`src/verilog/mmb_map.vh`:
```
`ifndef MMB_MAP_VH
`define MMB_MAP_VH

`define MMB_PC_W          13
`define MMB_PM_AW         11
`define MMB_PM_WORDS      2048
`define MMB_INSN_W        14
`define MMB_RESET_VEC     13'h0000
`define MMB_INT_VEC       13'h0004
`define MMB_STATUS_W      8
`define MMB_BSEL_HI_BIT   6
`define MMB_BSEL_LO_BIT   5
`define MMB_OFS_W         7
`define MMB_ADDR_W        9
`define MMB_BANK0         2'h0
`define MMB_BANK1         2'h1
`define MMB_SFR_TOP       7'h1f
`define MMB_SHARED_BASE   7'h70
`define MMB_B1_GPR_TOP    7'h3f
`define MMB_RAM_AW        7
`define MMB_RAM_WORDS     128
`define MMB_B1_RAM_BASE   7'h60
`define MMB_DATA_W        8
`define MMB_GPR_BASE      7'h20
`define MMB_BANK_ONE      4'h1
`define MMB_BANK_PRESENT  4'h3
`define MMB_BANK_COUNT    4
`define MMB_MIR_INDIRECT  7'h00
`define MMB_MIR_PC_LOW    7'h02
`define MMB_MIR_STATUS    7'h03
`define MMB_MIR_POINTER   7'h04
`define MMB_MIR_PC_LATCH  7'h0a
`define MMB_MIR_INT_CTRL  7'h0b

`endif

```
`src/verilog/mmb_gpr_ram.v`:
```
`timescale 1ns/1ps
`include "mmb_map.vh"

module mmb_gpr_ram (
  input  wire                      core_clk, // core clock
  input  wire                      we,       // write strobe
  input  wire [`MMB_RAM_AW-1:0]    waddr,    // write index
  input  wire [`MMB_DATA_W-1:0]    wdata,    // write data
  input  wire [`MMB_RAM_AW-1:0]    raddr,    // read index
  output reg  [`MMB_DATA_W-1:0]    rdata     // registered read data
);
  reg [`MMB_DATA_W-1:0] mem [0:`MMB_RAM_WORDS-1];

  always @(posedge core_clk) begin
    if (we)
      mem[waddr] <= wdata;
    rdata <= mem[raddr];
  end
endmodule

```
`src/verilog/mmb_memory_map.v`:
```
`timescale 1ns/1ps
`include "mmb_map.vh"

// Contract
// - separate program and data buses, concurrent
// - thirteen bit program counter, 8K space
// - 2K words implemented; higher addresses wrap
// - any reset starts fetch at zero
// - accepted interrupt loads PC with four
// - status bits six:five select data bank
// - each bank spans offsets 0 to 7f
// - low offsets special registers, then ram
// - top sixteen ram bytes shared, six bank 1 sfrs mirrored to bank 0
module mmb_memory_map (
  input  wire                      core_clk,    // core clock
  input  wire                      rst,         // sync reset, active high
  input  wire                      pc_advance,  // step pc to next word
  input  wire                      pc_load,     // jump request
  input  wire [`MMB_PC_W-1:0]      pc_target,   // jump destination
  input  wire                      int_accept,  // interrupt taken
  output reg  [`MMB_PC_W-1:0]      pc_q,        // program counter
  output reg  [`MMB_PM_AW-1:0]     pm_addr_q,   // physical program word index
  input  wire [`MMB_STATUS_W-1:0]  status,      // status register value
  input  wire                      d_req,       // data access request
  input  wire                      d_we,        // data write
  input  wire [`MMB_OFS_W-1:0]     d_ofs,       // in-bank offset from opcode
  input  wire [`MMB_DATA_W-1:0]    d_wdata,     // write data
  output reg  [`MMB_ADDR_W-1:0]    d_addr_q,    // full data address
  output reg                       d_sfr_q,     // access hits special function space
  output reg  [`MMB_ADDR_W-1:0]    sfr_addr_q,  // sfr address after mirroring
  output reg                       d_ram_q,     // access hits general ram
  output reg                       d_unimp_q,   // access to missing bank
  output wire [`MMB_DATA_W-1:0]    ram_rdata    // general ram read data, registered
);
  wire [1:0]               bank;
  wire [3:0]               bank_sel;
  wire [3:0]               bank_impl;
  wire                     bank_ok;
  reg  [`MMB_PC_W-1:0]     pc_d;
  reg  [`MMB_RAM_AW-1:0]   ram_idx;
  reg                      ram_hit;
  reg                      ram_we;
  reg  [`MMB_ADDR_W-1:0]   d_addr_d;
  reg                      d_sfr_d;
  reg  [`MMB_ADDR_W-1:0]   sfr_addr_d;
  reg                      d_ram_d;
  reg                      d_unimp_d;

  localparam [3:0] BANK_PRESENT = `MMB_BANK_PRESENT;

  assign bank = {status[`MMB_BSEL_HI_BIT], status[`MMB_BSEL_LO_BIT]};

  // one-hot view of the selected bank
  assign bank_sel = `MMB_BANK_ONE << bank;

  // per-bank flag, set only for the selected bank when it is present
  genvar gi;
  generate
    for (gi = 0; gi < `MMB_BANK_COUNT; gi = gi + 1) begin : g_bank
      assign bank_impl[gi] = bank_sel[gi] & BANK_PRESENT[gi];
    end
  endgenerate

  assign bank_ok = |bank_impl;

  // bank 1 sfrs that are the same registers as in bank 0
  function is_mirrored;
    input [`MMB_OFS_W-1:0] ofs;
    begin
      case (ofs)
        `MMB_MIR_INDIRECT,
        `MMB_MIR_PC_LOW,
        `MMB_MIR_STATUS,
        `MMB_MIR_POINTER,
        `MMB_MIR_PC_LATCH,
        `MMB_MIR_INT_CTRL: is_mirrored = 1'b1;
        default:           is_mirrored = 1'b0;
      endcase
    end
  endfunction

  // offset lies in the special function space
  function in_sfr_space;
    input [`MMB_OFS_W-1:0] ofs;
    begin
      in_sfr_space = (ofs <= `MMB_SFR_TOP);
    end
  endfunction

  // offset lies in the ram window common to banks 0 and 1
  function in_shared;
    input [`MMB_OFS_W-1:0] ofs;
    begin
      in_shared = (ofs >= `MMB_SHARED_BASE);
    end
  endfunction

  // offset lies in the private ram of bank 1
  function in_b1_ram;
    input [`MMB_OFS_W-1:0] ofs;
    begin
      in_b1_ram = !in_sfr_space(ofs) && (ofs <= `MMB_B1_GPR_TOP);
    end
  endfunction

  // ram slot counted from the first ram offset of a bank
  function [`MMB_RAM_AW-1:0] gpr_slot;
    input [`MMB_OFS_W-1:0] ofs;
    begin
      gpr_slot = ofs - `MMB_GPR_BASE;
    end
  endfunction

  // address handed to the sfr file once bank 1 mirroring is applied
  function [`MMB_ADDR_W-1:0] sfr_target;
    input [1:0]            bsel;
    input [`MMB_OFS_W-1:0] ofs;
    begin
      if ((bsel == `MMB_BANK1) && is_mirrored(ofs))
        sfr_target = {`MMB_BANK0, ofs};
      else
        sfr_target = {bsel, ofs};
    end
  endfunction

  // program counter path
  always @* begin
    pc_d = pc_q;
    if (int_accept)
      pc_d = `MMB_INT_VEC;
    else if (pc_load)
      pc_d = pc_target;
    else if (pc_advance)
      pc_d = pc_q + {{(`MMB_PC_W-1){1'b0}}, 1'b1};
  end

  always @(posedge core_clk) begin
    if (rst) begin
      pc_q      <= `MMB_RESET_VEC;
      pm_addr_q <= {`MMB_PM_AW{1'b0}};
    end else begin
      pc_q      <= pc_d;
      pm_addr_q <= pc_d[`MMB_PM_AW-1:0];
    end
  end

  // data decode, independent of the fetch path
  always @* begin
    ram_hit = 1'b0;
    ram_idx = {`MMB_RAM_AW{1'b0}};
    if (bank_ok && !in_sfr_space(d_ofs)) begin
      if (in_shared(d_ofs)) begin
        ram_hit = 1'b1;
        ram_idx = gpr_slot(d_ofs);
      end else if (bank == `MMB_BANK0) begin
        ram_hit = 1'b1;
        ram_idx = gpr_slot(d_ofs);
      end else if (in_b1_ram(d_ofs)) begin
        ram_hit = 1'b1;
        ram_idx = gpr_slot(d_ofs) + `MMB_B1_RAM_BASE;
      end
    end
  end

  // write only when the access lands in implemented ram
  always @* begin
    ram_we = d_req && d_we && ram_hit;
  end

  // next values of the registered data-side outputs
  always @* begin
    d_addr_d   = {bank, d_ofs};
    d_sfr_d    = d_req && bank_ok && in_sfr_space(d_ofs);
    sfr_addr_d = sfr_target(bank, d_ofs);
    d_ram_d    = d_req && ram_hit;
    d_unimp_d  = d_req && !bank_ok;
  end

  // registered data-side outputs
  always @(posedge core_clk) begin
    if (rst) begin
      d_addr_q <= {`MMB_ADDR_W{1'b0}};
    end else begin
      d_addr_q <= d_addr_d;
    end
  end

  always @(posedge core_clk) begin
    if (rst) begin
      d_sfr_q <= 1'b0;
      d_ram_q <= 1'b0;
    end else begin
      d_sfr_q <= d_sfr_d;
      d_ram_q <= d_ram_d;
    end
  end

  always @(posedge core_clk) begin
    if (rst) begin
      d_unimp_q <= 1'b0;
    end else begin
      d_unimp_q <= d_unimp_d;
    end
  end

  always @(posedge core_clk) begin
    if (rst) begin
      sfr_addr_q <= {`MMB_ADDR_W{1'b0}};
    end else begin
      sfr_addr_q <= sfr_addr_d;
    end
  end

  mmb_gpr_ram u_ram (
    .core_clk (core_clk),
    .we       (ram_we),
    .waddr    (ram_idx),
    .wdata    (d_wdata),
    .raddr    (ram_idx),
    .rdata    (ram_rdata)
  );
endmodule
```
`config.mk`:
```
export PLATFORM = sky130hd
export DESIGN_NAME = mmb_memory_map
export DESIGN_NICKNAME = d
export VERILOG_FILES = /design/src/verilog/mmb_gpr_ram.v /design/src/verilog/mmb_memory_map.v
export VERILOG_INCLUDE_DIRS = /design/src /design/src/verilog
export SDC_FILE = /design/constraint.sdc
export NUM_CORES = 1
export LEC_CHECK = 0
export BUFFER_PORTS_ARGS = -buffer_cell sky130_fd_sc_hd__buf_4
export CAP_MARGIN = 20
export CELL_PAD_IN_SITES_DETAIL_PLACEMENT = 0
export CELL_PAD_IN_SITES_GLOBAL_PLACEMENT = 2
export CORE_UTILIZATION = 42
export CTS_CLUSTER_DIAMETER = 120
export DETAILED_ROUTE_END_ITERATION = 7
export GPL_TIMING_DRIVEN = 0
export PLACE_DENSITY_LB_ADDON = 0.1
export SYNTH_ARGS = -nofsm -noshare
export SYNTH_HDL_FRONTEND = slang
export SYNTH_SLANG_ARGS = --single-unit
```
`constraint.sdc`:
```
create_clock -name core_clk -period 3.4 [get_ports core_clk]
set_clock_uncertainty 0.1 [all_clocks]
set_input_delay 0.34 -clock core_clk [delete_from_list [all_inputs] [get_ports core_clk]]
set_output_delay 0.34 -clock core_clk [all_outputs]
set_load 0.01 [all_outputs]
```
After elaboration in Yosys (flattened, before gate mapping)

Memories as Yosys holds them, arrays and structs flattened. A register that Yosys moved wholly into a read port is not among the register bits.
Index checks and enable logic that the tools add are counted.
Widths: inputs -> output; s select.

Multiplexer cells: 14
Add/sub/neg operators: 3
Eq/ne operators: 6
Order comparisons: 3
Reductions and logical operators: 19
Shifts and indexed selects: 1

Operators with widths:

| operator              | count |
|---|---|
| $mux 7                | 4 |
| $mux 13               | 2 |
| $eq 7x2->1 const B    | 2 |
| $eq 7x4->1 const B    | 2 |
| $add 13x1->13 const B | 1 |
| $logic_and 1x1->1     | 9 |
| $add 7x7->7 const B   | 1 |
| $eq 7x3->1 const B    | 1 |
| $ge 7x7->1 const B    | 1 |
| $le 7x5->1 const B    | 1 |
| $le 7x6->1 const B    | 1 |
| $logic_not 7->1       | 1 |
| $mux 1                | 7 |
| $sub 7x6->7 const B   | 1 |
| $reduce_or 2->1       | 3 |
| $reduce_or 6->1       | 1 |
| $mux 3                | 1 |
| $reduce_bool 3->1     | 1 |
| $eq 2x1->1 const B    | 1 |
| $logic_not 1->1       | 2 |
| $logic_not 2->1       | 1 |
| $reduce_bool 2->1     | 1 |
| $shl 1x2->2 const A   | 1 |

Input bits: 43
Register bits: 34
Bits in writable memories: 1024
Word-level logic and storage cells: 56
Memories kept: 1
Output and inout port bits: 53

Memory list:

| memory    | words | width | read ports | clocked after Yosys merged registers in | wr ports | line             | source |
|---|---|---|---|---|---|---|---|
| u_ram.mem | 128   | 8     | 1          | 1                                       | 1        | mmb_gpr_ram.v:12 | `` reg [`MMB_DATA_W-1:0] mem [0:`MMB_RAM_WORDS-1]; `` |

Logic depth before layout (Yosys ltp)

Gate-level depths: netlist of the first run.

Word-level depth: 10
Gate-level depth with buffers: 13
Gate-level depth less buffers: 10

Modules after synthesis

A second synthesis of the first run with hierarchy kept.

Cells, all modules: 1798
Area, all modules: 41118.2 sq um

Modules (own cells, without submodules):

| module         | seq. area each (sq um) | area an instance (sq um) | instances | cells each |
|---|---|---|---|---|
| mmb_gpr_ram    | 30909.6                | 39665.5                  | 1         | 1635 |
| mmb_memory_map | 540.5                  | 1452.6                   | 1         | 163 |

Least setup slack after synthesis of the first run

No wires, ideal clock.

Path type: input to register
From: input port status[6]
To: memory u_ram.mem[36][0] (netlist name) (enable)
Stages on the path: 9
Setup time: 0.370 ns
Buffers on the path: 4
Data required time: 2.930 ns
Slack: 0.069 ns
Arrival time: 2.861 ns
Cell sequence: clkbuf_2 -> or3b_2 -> or3_1 -> a21oi_2 -> clkbuf_1 -> buf_2 -> nand2_1 -> clkbuf_1 -> nor2_1

Cells in the longest elaborated chain, start to end: 7
Elaborated cells on any way between the ends: 13
Classes of those cells: 1 x shift; 8 x mux; 4 x reduce/logical

RTL lines:

| element                                                  | line                                       | source |
|---|---|---|
| start: declaration                                       | mmb_memory_map.v:23                        | `` input wire [`MMB_STATUS_W-1:0] status, `` |
| $logic_not 2->1 (no line) or $shl 1x2->2 (tied branches) | n/a                                        |  |
| $mux 1 or $reduce_or 2->1 (tied branches)                | mmb_memory_map.v:155, mmb_memory_map.v:64  |  |
| $mux 1 or $logic_and 1x1->1 (tied branches)              | mmb_memory_map.v:152, mmb_memory_map.v:151 |  |
| $mux 1                                                   | mmb_memory_map.v:151                       | `if (bank_ok && !in_sfr_space(d_ofs)) begin` |
| $logic_and 1x1->1                                        | mmb_memory_map.v:167                       | `ram_we = d_req && d_we && ram_hit;` |
| $mux 1                                                   | mmb_gpr_ram.v:15                           | `if (we)` |
| $mux 1 (implied by the code)                             | mmb_gpr_ram.v:16                           | `mem[waddr] <= wdata;` |
| end: declaration                                         | mmb_gpr_ram.v:12                           |  |

Several ways; a longest one is shown, not always the timed one.

Worst setup path after layout of the first run

From: input port d_ofs[5]
To: register u_ram.rdata[2], read port of u_ram.mem

Cells in the longest elaborated chain, start to end: 7
Elaborated cells on any way between the ends: 12
Classes of those cells: 2 x add/sub; 3 x order compare; 4 x mux; 3 x reduce/logical

RTL lines:

| element                                                             | line                 | source |
|---|---|---|
| start: declaration                                                  | mmb_memory_map.v:26  | `` input wire [`MMB_OFS_W-1:0] d_ofs, `` |
| parallel branches: the longest is 6 deep, another holds $sub 7x6->7 | n/a                  |  |
| $mux 7 (*)                                                          | mmb_memory_map.v:151 |  |
| end: declaration                                                    | mmb_gpr_ram.v:10     | `` output reg [`MMB_DATA_W-1:0] rdata `` |

Mark *: on every way between the ends.
A chain may end at the register's enable or synchronous reset.

==> qor_table.md, run 1 <==
| Stage | Item | This run |
|:---|:---|:---|
| sta | Final Max Tran Viols | 0 |
| outcome | Failing checks | negative setup slack |
| sta | Number of failing setup endpoints in the final timing report | 22 |
| global routing | Pin count of the biggest net entering global routing | 89 |
| place | Total placed cells including tap cells | 3894 |
| global routing | Remaining global-route overflow | 0 |
| final layout | Layout filler cell count | 7751 |
| setup path | Ordered list of cells on the worst path | buf_4 > ha_1 > a2bb2oi_2 > o21a_1 > clkbuf_4 > a2111oi_4 > buf_4 > and2_1 > nand2_1 > clkbuf_8 > a21oi_1 > or2_0 > o31ai_4 > nand4_1 |
| place | Detailed-placement wirelength estimate | 118 mm |
| floorplanning | Initial core utilization | 42.5% |
| route | Count of nets left with antenna violations after detail routing | 0 |
| sta | Achievable clock frequency | 288 MHz |
| synthesis | Flops & latches, synth | 1059 |
| floorplanning | Floorplan die area | 0.0973 mm2 |
| synthesis | Share of the synthesized area in the top cell type | 76.2% |
| hold path | Kind of path behind the tightest hold check | input port to flip-flop |
| synthesis | Count of flip-flops with a built-in enable after synthesis | 1024 |
| global routing | Wire length of the first global-routing pass | 230 mm |
| hold path | Hold Crit Endpoint | pm_addr_q[3]$_SDFFE_PP0P_ |
| sta | Worst slew margin relative to its limit | 25.0% |
| setup path | Sort of element at the end of the critical path | flip-flop |
| synthesis | Count of unique library cells instantiated by Yosys | 76 |
| route | Routed wire length | 175 mm |
| setup path | Startpoint Class | input port |
| clock tree | CTS tree | built |
| hold path | Hold Path Cell Cnt | 4 |
| pwr | Max rail drop VDD | 415 uV |
| route | Routed via count | 27559 |
| route | Post-route DRC violation count | 0 |
| pwr | Ratio of total power to cell area | 566 mW/mm2 |
| sta | Actual slew at the worst max-slew pin | 1.13 ns |
| global routing | Number of antenna violations at the first check in global routing | 12 |
| pwr | Overall power of the completed layout | 28.7 mW |
| clock tree | Root cell of the clock tree | clkbuf_16 |
| floorplanning | Height of the die | 312 um |
| floorplanning | Core Area | 0.0950 mm2 |
| sta | Setup ws final | -0.0782 ns |
| setup path | Kind of critical path | input port to flip-flop |
| clock tree | Clock latency reported for the late side of the worst-skew pair | 0.71 ns |
| pwr | Leakage power | 16.5 nW |
| setup path | Highest fanout seen on the critical path | 10 |
| global routing | Vias in the first global route | 25581 |
| sta | Setup repair after global routing missed its margin | yes |
| clock tree | Clock Pin Slew Worst Setup and Hold Paths | 0.06 ns |
| clock tree | Total clock buffers created by CTS | 111 |
| final layout | Growth of design area from synthesis to finish | 25.6% |
| setup path | Max incr delay on CP | 0.54 ns |
| floorplanning | Floorplan row count | 113 |
| setup path | Critical R2R Capture | u_ram.rdata[2]$_DFF_P_ |
| sta | Period utilization | 102% |
| sta | Final Hold Fails | 0 |
| synthesis | Dominant cells by area after synthesis | edfxtp_1, mux2i_1, nor2_1, a22oi_1, a21oi_1 |
| route | Iteration-0 DRC Markers | 4894 |
| global routing | Global-route usage over all layers | 35.5% |
| setup path | Startpoint of the worst-slack reg-to-reg timing path | u_ram.mem[51][2]$_DFFE_PP_ |
| sta | Clock period minus final worst setup slack | 3.48 ns |
| setup path | Worst R2R Path Depth | 7 |
| synthesis | Cell count after synthesis | 2466 |
| setup path | Data arrival time at the worst-slack endpoint | 3.87 ns |
| synthesis | Yosys Warn Count | 0 |
| route | Routed len/inst | 41.5 um |
| setup path | Slowest stage cell, crit path | o31ai_4 |
| floorplanning | IO Pins | 96 |
| final layout | Final-stage net count | 2899 |
| setup path | Worst setup slack for register-to-register paths | 0.80 ns |
| setup path | Worst EP required | 3.79 ns |
| synthesis | Yosys top cell by area | edfxtp_1 |
| clock tree | Number of levels in the clock H-tree | 3 |
| run | Maximum Capacitance Violations | 0 |
| route | Total iterations of the first detailed-routing run | 6 |
| synthesis | Top_reg_cell synth | edfxtp_1 |
| place | IO Port Bufs | 87 |
| final layout | Final core utilization | 53.3% |
| sta | Total negative slack | -0.679 ns |
| outcome | Run status | finished with violations |
| synthesis | Syn_nets | 2513 |
| synthesis | Post-synth design cell area | 0.0403 mm2 |
| synthesis | Post-synthesis average cell area | 16.4 um2 |
| synthesis | Sequential cell area fraction in the yosys report | 78.0% |
| final layout | Share of final-layout standard cells stronger than drive strength 1 | 27.9% |
| clock tree | TritonCTS sink count | 1059 |
| final layout | Final Instance Count excl. Fillers | 4222 |
| route | Ratio of routed vias to standard cells | 6.53 |
| synthesis | Share of flip-flops with an asynchronous set or reset after synthesis | 0% |
| clock tree | CTS Buffer Depth | 3 |
| floorplanning | Die W | 312 um |
| setup path | Cell repeated most along the worst path | buf_4 |
| hold path | Hold path startpoint | pc_load |
| place | Placer's final routability congestion estimate | 0.991 |
==> repair_timing <==
| item | 4_1_cts | 5_1_grt |
|---|---|---|
| buffers inserted | 67 | 22 |
| pin swaps | 49 | 38 |
| endpoints found under the setup margin | 1032 | 934 |
| hold buffers | 25 | 0 |
| cloned | 0 | 0 |
| hold endpoints to repair | 21 | 0 |
| gates resized for setup | 422 | 110 |
==> worst max-delay path, delay by kind of cell <==
family                   cells  cell delay [ns]
AO/OA/AOI/OAI                5             1.11
AND/OR/NAND/NOR              4             1.29
buffers and inverters        4             0.91
adder cells (fa/ha/maj)      1             0.20
==> worst max-delay path by stage <==
stage	from	to	slack, ns	cells after the start
detailed placement	d_ofs[1]	u_ram.mem[86][0]$_DFFE_PP_	-3.95	11
finish	d_ofs[5]	u_ram.rdata[2]$_DFF_P_	-0.08	14
CTS	d_ofs[5]	u_ram.rdata[7]$_DFF_P_	-0.14	16
global route	d_ofs[3]	u_ram.mem[83][6]$_DFFE_PP_	-0.06	13
global placement	d_ofs[1]	u_ram.mem[86][0]$_DFFE_PP_	-4.74	11
floorplan	status[6]	u_ram.mem[36][0]$_DFFE_PP_	0.07	9
==> synthesized netlist by cell type, types with 5 or more instances <==
cell type / n
edfxtp_1: 1024
nor2_1: 260
a21oi_1: 167
mux2i_1: 126
a22oi_1: 119
clkbuf_1: 98
nand2_1: 98
a221oi_1: 92
a222oi_1: 62
o22ai_1: 54
buf_2: 36
dfxtp_1: 35
o21ai_0: 23
o31ai_1: 22
buf_4: 19
buf_1: 17
mux2_2: 14
nand4_1: 14
nor3_1: 14
o41ai_1: 13
a22o_1: 11
a31oi_1: 11
nor2b_1: 11
nand3_1: 8
a221o_1: 7
and3_1: 7
o211ai_1: 6
xnor2_1: 6
xor2_1: 6
nand2b_1: 5
o21a_1: 5
==> cell type report <==
type / instances / area [um2] / share of cell area, %
multi-input cells: 1229 / 9580 / 18.9
inverters: 5 / 20.0 / 0.0395
well taps: 1265 / 1580 / 3.12
repair buffers: 278 / 3170 / 6.26
plain buffers: 168 / 1180 / 2.34
clock inverters: 63 / 616 / 1.21
diodes: 8 / 20.0 / 0.0395
clock buffers: 147 / 3060 / 6.03
flip-flops and latches: 1059 / 31500 / 62.1
==> registers in the layout (all words and copies together), names as in the netlist, 2 cells and up <==
name,count
u_ram.mem,1024
pm_addr_q,11
d_addr_q,9
u_ram.rdata,8
pc_q,2
sfr_addr_q,2
==> logic make-up after synthesis <==
kind of cell / after synthesis / share of synthesized area [%]
xor+xnor: 12 / 0.260
fa+ha+maj: 4 / 0.124
simple gates: 440 / 4.58
mux: 144 / 3.74
buf+inv: 178 / 1.98
compound gates: 629 / 11.4
flops: 1059 / 78.0
==> where the power goes <==
group	leakage, nW	total [mW]	switching (mW)	internal [mW]
combinational	5.18	1.94	1.39	0.557
clock	1.82	12.4	5.19	7.20
sequential	9.49	14.4	0.0191	14.3
==> stage by stage <==
stage	hold slack (ns)	area [um2]	setup slack [ns]
6_report	0.0235	50700	-0.0782
5_1_grt	0.0763	50700	-0.0574
4_1_cts	0.0123	49800	-0.141
3_5_place_dp	0.460	43900	-3.95
3_3_place_gp	0.455	42600	-4.74
2_1_floorplan	0.319	40300	0.0686
==> cells in the final DEF (no fill, tap or decap), types with 14 or more instances in the layout <==
cell type      Yosys  routed
o22ai_1           54      54
a21oi_1          167     138
a222oi_1          62      62
buf_6              2      27
buf_16             0      16
dlygate4sd3_1      0      25
nand2_2            1      14
clkbuf_1          98      54
clkbuf_16          0     114
clkinv_2           0      27
clkbuf_8           0      20
buf_4             19     185
nor2_2             1      33
mux2i_1          126     126
clkinv_1           2      21
o21ai_0           23      22
a221oi_1          92      79
nor2_4             0      99
buf_2             36      23
mux2_2            14      14
nor2_1           260     129
buf_12             0      30
a21oi_2            1      26
buf_8              0      44
clkbuf_4           0      21
nand2_1           98      75
clkbuf_2           1      31
dfxtp_1           35      35
edfxtp_1        1024    1024
a22oi_1          119     117
nand4_1           14      14
==> per-layer routing <==
layer / track usage, % / vias up / share of wire, %
met1: 47.9 / 14251 / 38
met3: 7.93 / 435 / 12
met2: 53.1 / 2079 / 44
met4: 20.8 / 4 / 6.2
li1: - / 10790 / -
met5: 0 / - / 0.013
Power figures use the tool's default switching activity.
==> inputs of run 2 (changes only) <==
--- a/config.mk
+++ b/config.mk
@@ -10,10 +10,9 @@
 export CAP_MARGIN = 20
 export CELL_PAD_IN_SITES_DETAIL_PLACEMENT = 0
 export CELL_PAD_IN_SITES_GLOBAL_PLACEMENT = 2
-export CORE_UTILIZATION = 42
+export CORE_UTILIZATION = 30
 export CTS_CLUSTER_DIAMETER = 120
 export DETAILED_ROUTE_END_ITERATION = 7
-export GPL_TIMING_DRIVEN = 0
 export PLACE_DENSITY_LB_ADDON = 0.1
 export SYNTH_ARGS = -nofsm -noshare
 export SYNTH_HDL_FRONTEND = slang
==> run 2 against run 1 <==
  * The flow still finishes with violations (negative setup slack)
  * Sequential cell count stayed put
  * Setup slack better by 0.040 ns
  * Sequential power hardly changed
  * Sequential share of layout area is 1.3 points lower
  * Worst hold slack better by 0.054 ns
  * Global-route usage is 12 points lower
  * Design area is 2.2% higher
  * Via count is 4.5% lower
  * Register-to-register slack worse by 0.53 ns
  * Clock power is 3% higher
==> qor_table.md, run 2 (synthesis gave the netlist of run 1 again) <==
| Stage | Item | This run |
|:---|:---|:---|
| outcome | Run status | finished with violations |
| outcome | Failing checks | negative setup slack |
| final layout | Final-stage net count | 3136 |
| route | Iteration-0 DRC Markers | 3012 |
| route | Routed len/inst | 32.0 um |
| pwr | Overall power of the completed layout | 29.0 mW |
| setup path | Highest fanout seen on the critical path | 22 |
| final layout | Commonest non-fill, non-tap cells in the layout | edfxtp_1, buf_4, nor2_1, a21oi_1, mux2i_1 |
| pwr | Part of the power in the clock network | 44.0% |
| pwr | Register share of total power | 49.7% |
| global routing | Global-route usage over all layers | 23.2% |
| clock tree | CTS tree | built |
| global routing | Remaining global-route overflow | 0 |
| sta | Setup ws final | -0.0380 ns |
| route | Ratio of routed vias to standard cells | 5.30 |
| setup path | Sort of element at the end of the critical path | flip-flop |
| sta | Setup repair after global routing missed its margin | no |
| floorplanning | Floorplan row count | 134 |
| place | Placed inst area | 0.0474 mm2 |
| floorplanning | Floorplan die area | 0.136 mm2 |
| floorplanning | Die W | 369 um |
| run | Maximum Capacitance Violations | 0 |
| global routing | Wire length of the first global-routing pass | 218 mm |
| pwr | Max rail drop VDD | 427 uV |
| place | Worst slack at placement | -1.12 ns |
| final layout | Final instance area | 0.0518 mm2 |
| clock tree | Root cell of the clock tree | clkbuf_16 |
| final layout | Growth of design area from synthesis to finish | 28.4% |
| final layout | Biggest registers after layout | u_ram.mem (1024), pm_addr_q (11), d_addr_q (9) |
| pwr | Fraction of power consumed by combinational cells | 6.3% |
| pwr | Leakage power | 17.6 nW |
| place | Detailed-placement wirelength estimate | 108 mm |
| hold path | Kind of path behind the tightest hold check | input port to flip-flop |
| clock tree | Total clock buffers created by CTS | 115 |
| setup path | Data arrival time at the worst-slack endpoint | 3.96 ns |
| floorplanning | Core Area | 0.133 mm2 |
| sta | Clock period minus final worst setup slack | 3.44 ns |
| floorplanning | IO Pins | 96 |
| final layout | Layout filler cell count | 12413 |
| final layout | Max reg flops | 1024 |
| sta | Period utilization | 101% |
| setup path | Startpoint Class | input port |
| route | Post-route DRC violation count | 0 |
| clock tree | Clock latency reported for the late side of the worst-skew pair | 0.77 ns |
| place | IO Port Bufs | 89 |
| final layout | Final core utilization | 38.8% |
| route | Count of nets left with antenna violations after detail routing | 0 |
| clock tree | Clock Pin Slew Worst Setup and Hold Paths | 0.06 ns |
| route | Total iterations of the first detailed-routing run | 8 |
| final layout | Most common cell after layout, fill and taps aside | edfxtp_1 |
| route | Routed via count | 26314 |
| clock tree | TritonCTS sink count | 1059 |
| final layout | Register containing the most flip-flops in the final layout | u_ram.mem |
| floorplanning | Initial core utilization | 30.2% |
| global routing | Vias in the first global route | 26269 |
| global routing | Number of antenna violations at the first check in global routing | 5 |
| route | Routed wire length | 159 mm |
| place | Placer's final routability congestion estimate | 0.859 |
| global routing | Pin count of the biggest net entering global routing | 81 |
| pwr | Internal Pwr Total | 22.4 mW |
| final layout | Share of final-layout standard cells stronger than drive strength 1 | 27.0% |
| floorplanning | Height of the die | 369 um |
| sta | Number of failing setup endpoints in the final timing report | 2 |
| sta | Worst slew margin relative to its limit | 30.1% |
| clock tree | Number of levels in the clock H-tree | 3 |
| clock tree | CTS Buffer Depth | 3 |
| pwr | Switching Power | 6.60 mW |
| setup path | Worst EP required | 3.92 ns |
| sta | Final Hold Fails | 0 |
| sta | Actual slew at the worst max-slew pin | 1.05 ns |
| sta | Final Max Tran Viols | 0 |
| pwr | Switching Fraction | 22.8% |
| setup path | Kind of critical path | input port to flip-flop |
| sta | Achievable clock frequency | 291 MHz |
| pwr | Ratio of total power to cell area | 559 mW/mm2 |
## run 2: changes by cell type in the layout (fill, tap and decap cells not counted), moves of 26 or more
cell      delta
nor2_1     +127
nor2_2      -32
buf_4      +385
buf_6       -27
nor2_4      -95
a21oi_1     +27
a21oi_2     -26
clkbuf_2    -31
buf_12      +32
buf_8       -44
clkbuf_1    -31
## run 2: metrics by stage
stage	TNS, ns	instances	hold WS (ns)
6_report	-0.0641	4961	0.0778
5_1_grt	0	4959	0.0677
3_3_place_gp	-195.43	4692	0.472
4_1_cts	0	4958	0.00781
3_5_place_dp	-177.63	4693	0.479
2_1_floorplan	0	2466	0.319
## run 2: area by class of cell
| type | instances | area, um2 | area share [%] |
|---|---|---|---|
| repair buffers | 679 | 5990 | 11.6 |
| multi-input cells | 1229 | 8280 | 16.0 |
| clock inverters | 75 | 776 | 1.50 |
| diodes | 2 | 5.00 | 0.00966 |
| well taps | 1768 | 2210 | 4.27 |
| flip-flops and latches | 1059 | 31500 | 60.7 |
| inverters | 5 | 18.8 | 0.0362 |
| clock buffers | 144 | 3070 | 5.92 |
## run 2: worst max-delay path, cell delays in order
cell       delay, ns
buf_4           0.13
or3_4           0.40
o21a_1          0.25
a2111oi_4       0.35
buf_4           0.20
nand2_4         0.07
buf_4           0.27
buf_4           0.30
a221oi_1        0.53
a21oi_1         0.24
o21a_1          0.19
o31ai_4         0.34
buf_4           0.22
nand4_1         0.09
## run 2: worst paths after layout
path                                                   from  slack (ns)  depth (start not counted)                      to
worst min-delay path                               d_ofs[4]        0.08                          4  d_addr_q[4]$_SDFF_PP0_
worst max register to register    pm_addr_q[1]$_SDFFE_PP0P_        0.27                         11   pc_q[12]$_SDFFE_PP0P_
worst max-delay path                               d_ofs[1]       -0.04                         14  u_ram.rdata[1]$_DFF_P_
worst min register to register  u_ram.mem[120][7]$_DFFE_PP_        0.64                          4  u_ram.rdata[7]$_DFF_P_
## run 2: what timing repair did
item	4_1_cts	5_1_grt
pin swaps	0	1
cloned	0	0
endpoints found under the setup margin	5	6
setup buffers	0	1
hold buffers	46	0
endpoints found under the hold margin	75	0
gates resized for setup	8	6
## run 2: layer usage
metal / wire length (um) / vias up / track usage, %
met3: 10700 / 173 / 3.86
met4: 3750 / 0 / 6.38
met5: 0 / - / 0
met1: 70900 / 13822 / 32.7
met2: 73600 / 1076 / 36.9
li1: - / 11243 / -
## run 2: power by group through the flow
stage | Clock [mW] | Sequential, mW | Combinational (mW)
after CTS | 13.1 | 14.4 | 1.84
after detailed placement | 0 | 14.7 | 1.79
after global routing | 13.5 | 14.4 | 1.92
final | 12.8 | 14.4 | 1.83
after floorplan | 0 | 14.6 | 0.580
after global placement | 0 | 14.7 | 1.79
